`src/dtl_pkg.sv`:
```
package dtl_pkg;
  localparam int          CLK_MHZ        = 250;
  localparam int          DEBOUNCE_US    = 1000;
  localparam int          DEBOUNCE_CYC   = DEBOUNCE_US * CLK_MHZ;
  localparam int          TRIM_FAST_US   = 20000;
  localparam int          TRIM_FAST_CYC  = TRIM_FAST_US * CLK_MHZ;
  localparam int          TRIM_SLOW_US   = 100000;
  localparam int          TRIM_SLOW_CYC  = TRIM_SLOW_US * CLK_MHZ;
  localparam int          TRIM_FAST_STEPS = 20;
  localparam logic [15:0] CNT_MAX        = 16'hffff;
  localparam logic [15:0] CNT_TARGET_MAX = 16'hffdc;
  localparam logic [15:0] FREQ_RST       = 16'h0000;
  localparam int          NUM_IN         = 6;
  localparam int          NUM_OUT        = 4;
  // input function codes
  localparam logic [5:0] IF_RUN  = 6'h01;
  localparam logic [5:0] IF_FWD  = 6'h02;
  localparam logic [5:0] IF_REV  = 6'h03;
  localparam logic [5:0] IF_STOP = 6'h04;
  localparam logic [5:0] IF_DIR  = 6'h05;
  localparam logic [5:0] IF_SPH  = 6'h11;
  localparam logic [5:0] IF_SPM  = 6'h12;
  localparam logic [5:0] IF_SPL  = 6'h13;
  localparam logic [5:0] IF_RMP1 = 6'h17;
  localparam logic [5:0] IF_RMP2 = 6'h18;
  localparam logic [5:0] IF_UP   = 6'h19;
  localparam logic [5:0] IF_DOWN = 6'h1a;
  localparam logic [5:0] IF_CPUL = 6'h1b;
  localparam logic [5:0] IF_CRST = 6'h1c;
  localparam logic [5:0] FUNC_MAX = 6'h20;
  // operation modes
  localparam logic [2:0] OPM_FOUR_SPEED = 3'h1;
  localparam logic [2:0] OPM_RAMP_MAX   = 3'h2;
  localparam logic [1:0] FSRC_PANEL     = 2'h0;
  typedef enum logic [1:0] {TR_IDLE = 2'b00, TR_FAST = 2'b01, TR_SLOW = 2'b11} dtl_trim_type;
endpackage

```
`src/dtl_stat_if.sv`:
```
`timescale 1ns/10ps
// status flags handed to each contact selector
interface dtl_stat_if;
  logic [32:0] evt;
  modport src (output evt);
  modport dst (input evt);
endinterface

```
`src/dtl_debounce.sv`:
```
`timescale 1ns/10ps
module dtl_debounce
  import dtl_pkg::*;
#(
  parameter int STABLE_CYC = DEBOUNCE_CYC
) (
  input  wire logic clk_i,
  input  wire logic rstn_i,
  input  wire logic ce_i,
  input  wire logic pin_i,
  output logic      level_o
);
  initial if (STABLE_CYC < 1) $error("bad debounce count");
  logic       s1_r;
  logic       s2_r;
  logic [31:0] cnt_r;
  // two flops before anything looks at the pin
  always_ff @(posedge clk_i) begin
    if (!rstn_i) begin
      s1_r <= 1'b0;
      s2_r <= 1'b0;
    end else if (ce_i) begin
      s1_r <= pin_i;
      s2_r <= s1_r;
    end
  end
  always_ff @(posedge clk_i) begin
    if (!rstn_i) begin
      cnt_r   <= 32'h0;
      level_o <= 1'b0;
    end else if (ce_i) begin
      if (s2_r == level_o) cnt_r <= 32'h0;
      else if (cnt_r >= 32'(STABLE_CYC - 1)) begin
        level_o <= s2_r;
        cnt_r   <= 32'h0;
      end else cnt_r <= cnt_r + 32'h1;
    end
  end
endmodule

```
`src/dtl_out_sel.sv`:
```
`timescale 1ns/10ps
module dtl_out_sel
  import dtl_pkg::*;
(
  input  wire logic clk_i,
  input  wire logic rstn_i,
  input  wire logic ce_i,
  input  wire logic [5:0] sel_i,
  dtl_stat_if.dst   st,
  output logic      contact_o
);
  // codes above 32 read as disabled
  always_ff @(posedge clk_i) begin
    if (!rstn_i) contact_o <= 1'b0;
    else if (ce_i) contact_o <= (sel_i != 6'h00 && sel_i <= FUNC_MAX) ? st.evt[sel_i] : 1'b0;
  end
endmodule

```
`src/dtl_top.sv`:
```
`timescale 1ns/10ps
module dtl_top
  import dtl_pkg::*;
#(
  parameter int DB_CYC    = DEBOUNCE_CYC,
  parameter int FAST_CYC  = TRIM_FAST_CYC,
  parameter int SLOW_CYC  = TRIM_SLOW_CYC,
  parameter int FAST_STEP = TRIM_FAST_STEPS
) (
  input  wire logic        clk_i,
  input  wire logic        rstn_i,
  input  wire logic        ce_i,
  input  wire logic [5:0]  input_pin_i,
  input  wire logic [5:0]  input1_func_sel_i,
  input  wire logic [5:0]  input2_func_sel_i,
  input  wire logic [5:0]  input3_func_sel_i,
  input  wire logic [5:0]  input4_func_sel_i,
  input  wire logic [5:0]  input5_func_sel_i,
  input  wire logic [5:0]  input6_func_sel_i,
  input  wire logic [2:0]  operation_mode_sel_i,
  input  wire logic [1:0]  frequency_source_sel_i,
  input  wire logic        trim_retain_sel_i,
  input  wire logic [15:0] main_setpoint_i,
  input  wire logic [15:0] low_preset_freq_i,
  input  wire logic [15:0] mid_preset_freq_i,
  input  wire logic [15:0] high_preset_freq_i,
  input  wire logic [15:0] max_freq_i,
  input  wire logic [15:0] min_freq_i,
  input  wire logic [15:0] trim_step_i,
  input  wire logic [15:0] count_target_i,
  input  wire logic [15:0] intermediate_count_target_i,
  input  wire logic [5:0]  output1_func_sel_i,
  input  wire logic [5:0]  output2_func_sel_i,
  input  wire logic [5:0]  output3_func_sel_i,
  input  wire logic [5:0]  output4_func_sel_i,
  input  wire logic        running_i,
  input  wire logic        fault_i,
  input  wire logic        below_start_i,
  input  wire logic        dc_brake_i,
  input  wire logic        set_reach_i,
  input  wire logic        uniform_one_reach_i,
  input  wire logic        uniform_two_reach_i,
  input  wire logic        accel_i,
  input  wire logic        decel_i,
  input  wire logic [3:0]  alarm_i,
  input  wire logic        step_end_i,
  input  wire logic        cycle_end_i,
  input  wire logic [2:0]  misc_evt_i,
  input  wire logic        drawing_done_i,
  input  wire logic        pid_low_i,
  input  wire logic        pid_high_i,
  input  wire logic [2:0]  spare_evt_i,
  input  wire logic        power_restore_i,
  output logic             run_o,
  output logic             reverse_o,
  output logic [1:0]       ramp_sel_o,
  output logic [15:0]      freq_set_o,
  output logic [15:0]      count_o,
  output logic [3:0]       contact_o
);
  initial if (DB_CYC < 1 || FAST_CYC < 1 || SLOW_CYC < 1 || FAST_STEP < 1)
    $error("bad timing parameter");

  // ----------------------------------------------------------------
  // input conditioning
  // ----------------------------------------------------------------
  logic [5:0] in_lvl;
  logic [5:0] func_sel [NUM_IN];
  assign func_sel[0] = input1_func_sel_i;
  assign func_sel[1] = input2_func_sel_i;
  assign func_sel[2] = input3_func_sel_i;
  assign func_sel[3] = input4_func_sel_i;
  assign func_sel[4] = input5_func_sel_i;
  assign func_sel[5] = input6_func_sel_i;

  for (genvar g = 0; g < NUM_IN; g++) begin : g_db
    dtl_debounce #(.STABLE_CYC(DB_CYC)) u_db (
      .clk_i   (clk_i),
      .rstn_i  (rstn_i),
      .ce_i    (ce_i),
      .pin_i   (input_pin_i[g]),
      .level_o (in_lvl[g])
    );
  end

  function automatic logic fn_on(input logic [5:0] code, input logic [5:0] lvl,
                                 input logic [5:0] s0, input logic [5:0] s1,
                                 input logic [5:0] s2, input logic [5:0] s3,
                                 input logic [5:0] s4, input logic [5:0] s5);
    fn_on = (lvl[0] && s0 == code) || (lvl[1] && s1 == code) || (lvl[2] && s2 == code) ||
            (lvl[3] && s3 == code) || (lvl[4] && s4 == code) || (lvl[5] && s5 == code);
  endfunction

  logic f_run, f_fwd, f_rev, f_stop, f_dir, f_sph, f_spm, f_spl;
  logic f_r1, f_r2, f_up, f_dn, f_cp, f_crst;
  always_comb begin
    f_run  = fn_on(IF_RUN,  in_lvl, func_sel[0], func_sel[1], func_sel[2],
                   func_sel[3], func_sel[4], func_sel[5]);
    f_fwd  = fn_on(IF_FWD,  in_lvl, func_sel[0], func_sel[1], func_sel[2],
                   func_sel[3], func_sel[4], func_sel[5]);
    f_rev  = fn_on(IF_REV,  in_lvl, func_sel[0], func_sel[1], func_sel[2],
                   func_sel[3], func_sel[4], func_sel[5]);
    f_stop = fn_on(IF_STOP, in_lvl, func_sel[0], func_sel[1], func_sel[2],
                   func_sel[3], func_sel[4], func_sel[5]);
    f_dir  = fn_on(IF_DIR,  in_lvl, func_sel[0], func_sel[1], func_sel[2],
                   func_sel[3], func_sel[4], func_sel[5]);
    f_sph  = fn_on(IF_SPH,  in_lvl, func_sel[0], func_sel[1], func_sel[2],
                   func_sel[3], func_sel[4], func_sel[5]);
    f_spm  = fn_on(IF_SPM,  in_lvl, func_sel[0], func_sel[1], func_sel[2],
                   func_sel[3], func_sel[4], func_sel[5]);
    f_spl  = fn_on(IF_SPL,  in_lvl, func_sel[0], func_sel[1], func_sel[2],
                   func_sel[3], func_sel[4], func_sel[5]);
    f_r1   = fn_on(IF_RMP1, in_lvl, func_sel[0], func_sel[1], func_sel[2],
                   func_sel[3], func_sel[4], func_sel[5]);
    f_r2   = fn_on(IF_RMP2, in_lvl, func_sel[0], func_sel[1], func_sel[2],
                   func_sel[3], func_sel[4], func_sel[5]);
    f_up   = fn_on(IF_UP,   in_lvl, func_sel[0], func_sel[1], func_sel[2],
                   func_sel[3], func_sel[4], func_sel[5]);
    f_dn   = fn_on(IF_DOWN, in_lvl, func_sel[0], func_sel[1], func_sel[2],
                   func_sel[3], func_sel[4], func_sel[5]);
    f_cp   = fn_on(IF_CPUL, in_lvl, func_sel[0], func_sel[1], func_sel[2],
                   func_sel[3], func_sel[4], func_sel[5]);
    f_crst = fn_on(IF_CRST, in_lvl, func_sel[0], func_sel[1], func_sel[2],
                   func_sel[3], func_sel[4], func_sel[5]);
  end

  // ----------------------------------------------------------------
  // run and direction
  // ----------------------------------------------------------------
  logic fwd_d_r, rev_d_r, run_d_r;
  always_ff @(posedge clk_i) begin
    if (!rstn_i) begin
      fwd_d_r <= 1'b0;
      rev_d_r <= 1'b0;
      run_d_r <= 1'b0;
    end else if (ce_i) begin
      fwd_d_r <= f_fwd;
      rev_d_r <= f_rev;
      run_d_r <= f_run;
    end
  end

  // stop wins over a start seen in the same cycle
  always_ff @(posedge clk_i) begin
    if (!rstn_i) begin
      run_o     <= 1'b0;
      reverse_o <= 1'b0;
    end else if (ce_i) begin
      if (f_stop) run_o <= 1'b0;
      else if (f_fwd && !fwd_d_r) begin
        run_o     <= 1'b1;
        reverse_o <= 1'b0;
      end else if (f_rev && !rev_d_r) begin
        run_o     <= 1'b1;
        reverse_o <= 1'b1;
      end else if (f_run) begin
        run_o     <= 1'b1;
        reverse_o <= f_dir;
      end else if (run_d_r) run_o <= 1'b0;
    end
  end

  // ----------------------------------------------------------------
  // ramp select
  // ----------------------------------------------------------------
  always_ff @(posedge clk_i) begin
    if (!rstn_i) ramp_sel_o <= 2'b00;
    else if (ce_i) begin
      if (operation_mode_sel_i <= OPM_RAMP_MAX) ramp_sel_o <= {f_r2, f_r1};
      else ramp_sel_o <= 2'b00;
    end
  end

  // ----------------------------------------------------------------
  // up/down trim
  // ----------------------------------------------------------------
  dtl_trim_type tr_st_r;
  logic [31:0]  tr_cnt_r;
  logic [7:0]   tr_steps_r;
  logic [15:0]  trim_r;
  logic         trim_act;
  logic         trim_tick;
  logic         up_only, dn_only;
  assign up_only   = f_up && !f_dn;
  assign dn_only   = f_dn && !f_up;
  assign trim_act  = (frequency_source_sel_i == FSRC_PANEL) && (up_only || dn_only);
  assign trim_tick = (tr_st_r == TR_IDLE) ||
                     (tr_st_r == TR_FAST && tr_cnt_r >= 32'(FAST_CYC - 1)) ||
                     (tr_st_r == TR_SLOW && tr_cnt_r >= 32'(SLOW_CYC - 1));

  // fast repeat first, then slower steady repeat
  always_ff @(posedge clk_i) begin
    if (!rstn_i) begin
      tr_st_r    <= TR_IDLE;
      tr_cnt_r   <= 32'h0;
      tr_steps_r <= 8'h0;
    end else if (ce_i) begin
      if (!trim_act) begin
        tr_st_r    <= TR_IDLE;
        tr_cnt_r   <= 32'h0;
        tr_steps_r <= 8'h0;
      end else begin
        case (tr_st_r)
          TR_IDLE: tr_st_r <= TR_FAST;
          TR_FAST: if (trim_tick) begin
            tr_cnt_r   <= 32'h0;
            tr_steps_r <= tr_steps_r + 8'h1;
            if (tr_steps_r >= 8'(FAST_STEP - 1)) tr_st_r <= TR_SLOW;
          end else tr_cnt_r <= tr_cnt_r + 32'h1;
          TR_SLOW: if (trim_tick) tr_cnt_r <= 32'h0;
                   else tr_cnt_r <= tr_cnt_r + 32'h1;
          default: tr_st_r <= TR_IDLE;
        endcase
      end
    end
  end

  logic [16:0] up_sum;
  assign up_sum = {1'b0, trim_r} + {1'b0, trim_step_i};
  always_ff @(posedge clk_i) begin
    if (!rstn_i) trim_r <= FREQ_RST;
    else if (ce_i) begin
      if (power_restore_i && !trim_retain_sel_i) trim_r <= main_setpoint_i;
      else if (frequency_source_sel_i != FSRC_PANEL) trim_r <= main_setpoint_i;
      else if (trim_act && trim_tick) begin
        if (up_only)
          trim_r <= (up_sum > {1'b0, max_freq_i}) ? max_freq_i : up_sum[15:0];
        else
          trim_r <= (trim_r < min_freq_i + trim_step_i) ? min_freq_i
                    : trim_r - trim_step_i;
      end
    end
  end

  // ----------------------------------------------------------------
  // setpoint choice
  // ----------------------------------------------------------------
  always_ff @(posedge clk_i) begin
    if (!rstn_i) freq_set_o <= FREQ_RST;
    else if (ce_i) begin
      if (operation_mode_sel_i == OPM_FOUR_SPEED && run_o) begin
        if (f_sph) freq_set_o <= high_preset_freq_i;
        else if (f_spm) freq_set_o <= mid_preset_freq_i;
        else if (f_spl) freq_set_o <= low_preset_freq_i;
        else freq_set_o <= trim_r;
      end else freq_set_o <= trim_r;
    end
  end

  // ----------------------------------------------------------------
  // pulse counter
  // ----------------------------------------------------------------
  logic        cp_d_r;
  logic        cnt_hit;
  logic [15:0] tgt;
  // targets above the range clip to the top value
  assign tgt     = (count_target_i > CNT_TARGET_MAX) ? CNT_TARGET_MAX : count_target_i;
  assign cnt_hit = (count_o == tgt);
  always_ff @(posedge clk_i) begin
    if (!rstn_i) begin
      cp_d_r  <= 1'b0;
      count_o <= 16'h0000;
    end else if (ce_i) begin
      cp_d_r <= f_cp;
      if (f_crst) count_o <= 16'h0000;
      else if (f_cp && !cp_d_r && !cnt_hit && count_o != CNT_MAX)
        count_o <= count_o + 16'h0001;
    end
  end

  // ----------------------------------------------------------------
  // output contacts
  // ----------------------------------------------------------------
  logic draw_r;
  always_ff @(posedge clk_i) begin
    if (!rstn_i) draw_r <= 1'b0;
    else if (ce_i) begin
      if (drawing_done_i) draw_r <= 1'b1;
      else if (!running_i) draw_r <= 1'b0;
    end
  end

  dtl_stat_if st_if ();
  // codes 21..26 have no event behind them and read as off
  assign st_if.evt = {spare_evt_i, pid_high_i, pid_low_i, draw_r,
                      6'h00, misc_evt_i,
                      (count_o >= intermediate_count_target_i), cnt_hit,
                      cycle_end_i, step_end_i, alarm_i,
                      decel_i, accel_i, uniform_two_reach_i, uniform_one_reach_i,
                      set_reach_i, dc_brake_i, below_start_i, fault_i,
                      running_i || run_o, 1'b0};

  logic [5:0] osel [NUM_OUT];
  assign osel[0] = output1_func_sel_i;
  assign osel[1] = output2_func_sel_i;
  assign osel[2] = output3_func_sel_i;
  assign osel[3] = output4_func_sel_i;
  for (genvar o = 0; o < NUM_OUT; o++) begin : g_out
    dtl_out_sel u_os (
      .clk_i     (clk_i),
      .rstn_i    (rstn_i),
      .ce_i      (ce_i),
      .sel_i     (osel[o]),
      .st        (st_if.dst),
      .contact_o (contact_o[o])
    );
  end
endmodule

```
`config.mk`:
```
export PLATFORM = sky130hd
export DESIGN_NAME = dtl_top
export DESIGN_NICKNAME = d
export VERILOG_FILES = /design/src/dtl_pkg.sv /design/src/dtl_stat_if.sv /design/src/dtl_debounce.sv /design/src/dtl_out_sel.sv /design/src/dtl_top.sv
export SDC_FILE = /design/constraint.sdc
export NUM_CORES = 1
export LEC_CHECK = 0
export BUFFER_PORTS_ARGS = -buffer_cell sky130_fd_sc_hd__clkbuf_2
export CAP_MARGIN = 20
export CORE_UTILIZATION = 45
export DETAILED_ROUTE_END_ITERATION = 8
export GPL_ROUTABILITY_DRIVEN = 0
export PLACE_DENSITY = 0.62
export SYNTH_ARGS = -nofsm -noshare
export SYNTH_HDL_FRONTEND = slang
export SYNTH_SLANG_ARGS = --single-unit
```
`constraint.sdc`:
```
create_clock -name clk_i -period 12.29 [get_ports clk_i]
set_input_delay 1.8435 -clock clk_i [delete_from_list [all_inputs] [get_ports clk_i]]
set_output_delay 1.8435 -clock clk_i [all_outputs]
set_load 0.01 [all_outputs]
```
==> results of run 1 <==
## final timing paths
path / start / endpoint / depth (start not counted)
max: trim_step_i[1] / trim_r[1] / 21
min: g_db[3].u_db.cnt_r[17] / g_db[3].u_db.cnt_r[17] / 2
max reg2reg: trim_r[0] / trim_r[1] / 20
min reg2reg: g_db[3].u_db.cnt_r[17] / g_db[3].u_db.cnt_r[17] / 2
## through the flow
step | setup WS [ps] | total power [W]
floorplan | 6310 | 0.00133
global placement | 5330 | 0.00146
detailed placement | 5130 | 0.00147
CTS | 5670 | 0.00267
global route | 5150 | 0.00276
finish | 5600 | 0.00265
## Yosys cell counts, drive strengths merged (58+ instances only)
| master | instances | share of area [%] |
|---|---|---|
| inv | 103 | 2.0 |
| nand2 | 171 | 3.3 |
| dfxtp | 313 | 32 |
| nor2 | 309 | 5.9 |
| ha | 103 | 6.6 |
| o21ai | 156 | 4.1 |
| a21oi | 193 | 4.9 |
| nand3 | 86 | 2.2 |
| clkbuf | 101 | 1.9 |
| and3 | 147 | 4.7 |
| mux2i | 59 | 3.0 |
| xor2 | 58 | 2.6 |
## flip-flops by register name, indices dropped and copies added (netlist names), 2 cells and up
name / cells
trim_r: 16
tr_st_r: 2
g_db.u_db.level_o: 6
freq_set_o: 16
g_out.u_os.contact_o: 4
g_db.u_db.s2_r: 6
g_db.u_db.s1_r: 6
count_o: 16
ramp_sel_o: 2
tr_steps_r: 8
g_db.u_db.cnt_r: 192
tr_cnt_r: 32
## cell type report
cell class,instances,share of cell area [%]
Multi-Input combinational cell,1932,54.8
Sequential cell,313,27.5
Timing Repair Buffer,300,6.84
Clock buffer,51,4.60
Tap cell,585,3.21
Inverter,104,1.74
Clock inverter,15,1.25
Antenna cell,4,0.0439
## kinds of logic (layout without fill, tap and decap cells)
| family | Yosys count | count (layout) | synth area share [%] |
|---|---|---|---|
| other | 0 | 4 | 0 |
| XOR/XNOR | 95 | 95 | 4.24 |
| adder cells (fa/ha/maj) | 106 | 106 | 6.87 |
| flip-flops | 313 | 313 | 31.9 |
| AND/OR/NAND/NOR | 1047 | 1047 | 27.3 |
| buffers and inverters | 224 | 470 | 4.52 |
| multiplexers | 83 | 83 | 5.59 |
| AO/OA/AOI/OAI | 601 | 601 | 19.5 |
## tightest hold or removal path, cell delays in order (launching register included)
cell and delay, ps:
sky130_fd_sc_hd__dfxtp_1 310, sky130_fd_sc_hd__nand2_1 50, sky130_fd_sc_hd__a21oi_1 50
## power breakdown
group	leakage, nW	internal (W)	switching (W)
logic	6.84	0.000170	0.000249
clock network	0.640	0.000731	0.000457
registers	2.53	0.00102	0.0000145
total	10.0	0.00193	0.000721
## layer usage
layer  vias to the layer above  wire length (um)  share of wire [%]  track usage (%)
met2                       649             25900                 45             41.3
li1                       9473                 -                  -                -
met4                         0              1480                2.6             8.80
met3                        96              3380                5.9             3.37
met5                         -                 0                  0                0
met1                      9029             26800                 47             33.8
==> implementation parameters, run 1 <==
Parameter                              Value

Detailed routing
  Count of TritonRoute iterations in the first routing pass ... 6
  Number of remaining DRC errors ... 0
  Number of vias after detailed routing ... 19200
  Detail-routed via count per cell ... around 6
  Average wire per standard cell ... 17.4 um
  Wirelength, routed ... between 50000 and 60000 um
  DRC marker count from the first detailed-route iteration ... between 1500 and 2000
  Remaining antenna violation count after routing ... 0

Setup path
  Worst path bufs/invs ... 3
  Required time worst endpoint ... 12750 ps
  Data arrival time at the worst-slack endpoint ... 7150 ps
  CP max FO ... 24
  Max stage delay cell, worst path ... sky130_fd_sc_hd__a21boi_0
  Cell chain of the critical path ... clkbuf_2 > inv_1 > ha_1 > nand2b_1 > a221oi_1 > o221ai_1 > o31ai_1 > o2bb2ai_1 > o41ai_1 > xnor2_1 > inv_1 > ha_1 > nand4_1 > nor4_1 > nor2b_1 > a211oi_1 > a21boi_0 > o21ai_4 > mux2i_1 > a211o_1 > a221oi_1
  R2R Setup Slk ... ~6600 ps
  Worst path top cell family by delay ... compound AO/OA/AOI/OAI gates
  Max incr delay on CP ... 640 ps
  Critical Setup Path Class ... primary input to flip-flop
  Worst Setup Start Kind ... primary input
  Critical Path Sink Type ... flip-flop

GRT
  Remaining Overflow, GRT ... 0
  Largest net degree at the start of global routing ... between 100 and 150
  Total track usage ... between 20% and 30%
  Vias in the first global route ... 17800
  Wire length of the first global-routing pass ... approximately 90000 um
  Antenna violations before repair ... 2

Final layout
  Area taken by flip-flops and latches ... ~6300 um^2
  Fin nets ... 3038
  Filler-free cell count of the finished design ... roughly 3300
  Area added between synthesis and finish ... 16.1%
  Core utilization of the finished layout ... 52.9%
  Most frequent standard cell in the layout excluding fill and tap cells ... sky130_fd_sc_hd__dfxtp_1
  Filler Cells Inserted ... ~4100
  Multi-input gate area ... roughly 12000 um^2
  Leading cell types in the layout, fill and taps excluded ... sky130_fd_sc_hd__dfxtp_1, sky130_fd_sc_hd__nor2_1, sky130_fd_sc_hd__clkbuf_2, sky130_fd_sc_hd__a21oi_1, sky130_fd_sc_hd__nand2_1
  Post-Layout Inst Area ... between 20000 and 25000 um^2
  Share of cells above drive strength 1 ... around 15%

Timing
  Worst relative slew slack ... a little over a quarter
  Final worst path period need ... between 6000 and 7000 ps
  RSZ-0062 raised after global routing ... false
  Hold slack ... 456 ps
  Setup TNS ... 0 ps
  Number of hold-slack violations in the final timing report ... 0
  Max Freq ... approximately 150 MHz
  Clk_skew ... roughly 25 ps
  # setup viols final ... 0
  Period utilisation layout ... around 54%
  Number of slew-limit violations in the final report ... 0
  Tightest Pin Transition ... ~1100 ps

Synthesis
  Top flip-flop cell by instance count after synthesis ... sky130_fd_sc_hd__dfxtp_1
  Avg Cell Area, Syn ... roughly 7.9 um^2
  Instance count of the mapped netlist ... ~2500
  Post-synthesis sequential element count ... 313
  Fraction of registers with async set/reset ... 0%
  Share of synthesized area occupied by flip-flops and latches ... a little under a third
  Number of synthesized flops with an enable pin ... 0
  Mapped Nets ... 2819
  Netlist area before placement ... 19600 um^2
  Ys Warns ... 0
  Number of different library cells in the post-synthesis netlist ... between 80 and 90

Clock tree
  Post-cts hold buffer count ... 0
  Number of buffers on the longest clock path ... 3
  Cells resized by post-CTS repair ... 0
  Num CTS Buffers ... 37
  Clock slew seen by the registers of the worst setup and hold paths ... around 60 ps
  Clock Latency Late Sink ... about 570 ps
  # Post-CTS Setup Buffers ... 0
  CTS H-tree lvls ... 2
  TritonCTS clock tree ... yes
  Clock Root Buffer ... sky130_fd_sc_hd__clkbuf_16
  Clock Sinks ... about 310

Power and ir drop
  Power per cell area ... roughly 120 nW/um^2
  Leakage power ... between 10 and 15 nW
  Max IR drop VDD ... ~0.00011 V

Job
  Maximum capacitance violations ... 0

Floorplanning
  Io pins ... around 280
  Core area ... 43100 um^2
  Initial Util ... between 40% and 50%
  Die Width ... approximately 210 um
  Placement Rows ... 76
  Vert. Die Dim ... 211 um
  Die Area ... 44400 um^2

Placement
  Placement-stage cell area ... roughly 21000 um^2
  Port Buf Inserts ... about 280
  Dpl cells ... approximately 3200
  Detail Placement HPWL ... 41600 um

Hold path
  Worst hold path type ... flip-flop to flip-flop

Status
  Run status ... complete, no violations
Note: power is estimated with default switching activity, not from simulation.
==> run 2, diff against run 1 <==
--- a/config.mk
+++ b/config.mk
@@ -10,7 +10,7 @@
 export CORE_UTILIZATION = 45
 export DETAILED_ROUTE_END_ITERATION = 8
 export GPL_ROUTABILITY_DRIVEN = 0
-export PLACE_DENSITY = 0.62
+export PLACE_DENSITY = 0.65
 export SYNTH_ARGS = -nofsm -noshare
 export SYNTH_HDL_FRONTEND = slang
 export SYNTH_SLANG_ARGS = --single-unit
==> constraint.sdc (replaced) <==
create_clock -name clk_i -period 5.77 [get_ports clk_i]
set_input_delay 0.8655 -clock clk_i [delete_from_list [all_inputs] [get_ports clk_i]]
set_output_delay 0.8655 -clock clk_i [all_outputs]
set_load 0.01 [all_outputs]
==> implementation parameters, run 2 (synthesis results as in run 1) <==
Parameter                              Value

Placement
  Detail Placement HPWL ... 42700 um
  Port Buf Inserts ... ~280

Clock tree
  TritonCTS clock tree ... yes
  CTS H-tree lvls ... 2
  Num CTS Buffers ... 36
  Post-cts hold buffer count ... 0
  Cells resized by post-CTS repair ... 0
  # Post-CTS Setup Buffers ... 0
  Clock Sinks ... between 300 and 400
  Clock Root Buffer ... sky130_fd_sc_hd__clkbuf_16
  Number of buffers on the longest clock path ... 3
  Clock slew seen by the registers of the worst setup and hold paths ... about 60 ps
  Clock Latency Late Sink ... roughly 550 ps

Timing
  Worst relative slew slack ... 20.2%
  Number of slew-limit violations in the final report ... 0
  Hold slack ... 456 ps
  Period utilisation layout ... between 80 and 90%
  Max Freq ... around 190 MHz
  RSZ-0062 raised after global routing ... false
  # setup viols final ... 0
  Clk_skew ... between 20 and 25 ps
  Number of hold-slack violations in the final timing report ... 0
  Setup TNS ... 0 ps
  Tightest Pin Transition ... approximately 1200 ps
  Final worst path period need ... ~5200 ps

Detailed routing
  Wirelength, routed ... about 58000 um
  Detail-routed via count per cell ... between 5 and 6
  Number of vias after detailed routing ... just under 20000
  Remaining antenna violation count after routing ... 0
  DRC marker count from the first detailed-route iteration ... 1522
  Average wire per standard cell ... 17.6 um
  Number of remaining DRC errors ... 0
  Count of TritonRoute iterations in the first routing pass ... 7

Floorplanning
  Die Area ... approximately 44000 um^2
  Placement Rows ... between 70 and 80
  Initial Util ... between 40% and 50%
  Die Width ... about 210 um
  Io pins ... approximately 280
  Core area ... 43100 um^2
  Vert. Die Dim ... 211 um

Power and ir drop
  Max IR drop VDD ... 0.000153 V
  Power per cell area ... 240 nW/um^2
  Leakage power ... ~10 nW

Job
  Maximum capacitance violations ... 0

Final layout
  Max FFs per register ... around 190
  Multi-input gate area ... 12500 um^2
  Leading cell types in the layout, fill and taps excluded ... sky130_fd_sc_hd__dfxtp_1, sky130_fd_sc_hd__nor2_1, sky130_fd_sc_hd__clkbuf_2, sky130_fd_sc_hd__a21oi_1, sky130_fd_sc_hd__nand2_1
  Fin nets ... just over 3000
  Area taken by flip-flops and latches ... approximately 6300 um^2
  Number of diodes added for antenna fixing ... 0
  Filler Cells Inserted ... roughly 4100
  Largest registers ... g_db.u_db.cnt_r x192, tr_cnt_r x32
  Most frequent standard cell in the layout excluding fill and tap cells ... sky130_fd_sc_hd__dfxtp_1
  Share of cells above drive strength 1 ... around 15%
  Area added between synthesis and finish ... 15.9%
  Top register by number of flip-flops ... g_db.u_db.cnt_r

GRT
  GR Layer Usage met3 ... under 10%
  Vias in the first global route ... between 15000 and 20000
  Global route hottest layer ... met2
  Wire length of the first global-routing pass ... roughly 93000 um
  Global Route met1 Usage ... approximately 33%
  Remaining Overflow, GRT ... 0
  Antenna violations before repair ... 0
  Largest net degree at the start of global routing ... approximately 110
  GR Layer Usage met2 ... between 40% and 50%
  Total track usage ... 25.4%

Setup path
  Data arrival time at the worst-slack endpoint ... around 5600 ps
  CP max FO ... 10
  Worst path top cell family by delay ... compound AO/OA/AOI/OAI gates
  Max incr delay on CP ... ~460 ps
  Critical Setup Path Class ... flip-flop to flip-flop
  Max stage delay cell, worst path ... sky130_fd_sc_hd__dfxtp_1
  Worst path bufs/invs ... 2
  Required time worst endpoint ... 6200 ps
  Top cell by count, worst path ... sky130_fd_sc_hd__ha_1
  Critical Path Sink Type ... flip-flop
  Worst Setup Start Kind ... flip-flop
  Cell chain of the critical path ... ha_1 > inv_1 > fa_1 > nor2_1 > o311a_1 > o221ai_1 > o31ai_2 > a221oi_4 > o31ai_1 > xnor2_1 > ha_1 > nand4_1 > nor4_1 > nor2b_1 > a211oi_1 > a21boi_0 > buf_4 > o21ai_4 > mux2i_1 > a211o_1 > a221oi_1

Hold path
  Worst hold path type ... flip-flop to flip-flop

Status
  Run status ... complete, no violations
run 2: cell count changes in the layout (fill, tap and decap cells not counted), sizes merged:
cell	before	now
diode	4	0
clkbuf	332	328
inv	104	105
clkinv	6	11
buf	18	26
clkinvlp	3	2
bufinv	6	3
clkdlybuf4s18	1	0
run 2: per-stage QoR:
| step | total power, W | cells | utilization, % | area [um^2] | setup WS [ps] |
|---|---|---|---|---|---|
| 6_report | 0.00546 | 3305 | 52.8 | 22700 | 579 |
| 5_1_grt | 0.00569 | 3305 | 52.8 | 22700 | 217 |
| 4_1_cts | 0.00550 | 3302 | 52.7 | 22700 | 630 |
| 3_5_place_dp | 0.00315 | 3238 | 49.9 | 21500 | 174 |
| 3_3_place_gp | 0.00313 | 3238 | 49.9 | 21500 | 327 |
| 2_1_floorplan | 0.00284 | 2469 | - | 19600 | 763 |
run 2: layout make-up:
class | instances | share of cell area (%)
multi-input cells | 1932 | 54.9
flip-flops and latches | 313 | 27.6
repair buffers | 307 | 7.25
clock buffers | 47 | 4.45
well taps | 585 | 3.22
inverters | 104 | 1.73
clock inverters | 17 | 0.858
run 2: final timing paths:
path,from,endpoint,slack [ps],depth (start not counted)
worst min register to register,g_db[2].u_db.cnt_r[18],g_db[2].u_db.cnt_r[18],460,1
worst min-delay path,g_db[2].u_db.cnt_r[18],g_db[2].u_db.cnt_r[18],460,1
worst max register to register,trim_r[0],trim_r[1],580,21
worst max-delay path,trim_r[0],trim_r[1],580,21
run 2: report_power, final:
| part | leakage, nW | internal, W | total, W | switching [W] |
|---|---|---|---|---|
| Sequential | 2.53 | 0.00218 | 0.00221 | 0.0000303 |
| Combinational | 6.88 | 0.000376 | 0.000915 | 0.000539 |
| Clock | 0.598 | 0.00138 | 0.00233 | 0.000951 |
run 2: metal layers:
metal | wire (um) | share of wire [%]
met1 | 25700 | 44
met2 | 26600 | 46
met3 | 3510 | 6.0
met4 | 2210 | 3.8
met5 | 0 | 0
run 2: worst reg2reg max path: stages (launching register included):
cell,delay (ps)
sky130_fd_sc_hd__dfxtp_1,460
sky130_fd_sc_hd__ha_1,240
sky130_fd_sc_hd__inv_1,60
sky130_fd_sc_hd__fa_1,410
sky130_fd_sc_hd__nor2_1,160
sky130_fd_sc_hd__o311a_1,210
sky130_fd_sc_hd__o221ai_1,210
sky130_fd_sc_hd__o31ai_2,420
sky130_fd_sc_hd__a221oi_4,150
sky130_fd_sc_hd__o31ai_1,330
sky130_fd_sc_hd__xnor2_1,140
sky130_fd_sc_hd__ha_1,350
sky130_fd_sc_hd__nand4_1,90
sky130_fd_sc_hd__nor4_1,340
sky130_fd_sc_hd__nor2b_1,90
sky130_fd_sc_hd__a211oi_1,210
sky130_fd_sc_hd__a21boi_0,210
sky130_fd_sc_hd__buf_4,170
sky130_fd_sc_hd__o21ai_4,130
sky130_fd_sc_hd__mux2i_1,160
sky130_fd_sc_hd__a211o_1,300
sky130_fd_sc_hd__a221oi_1,240
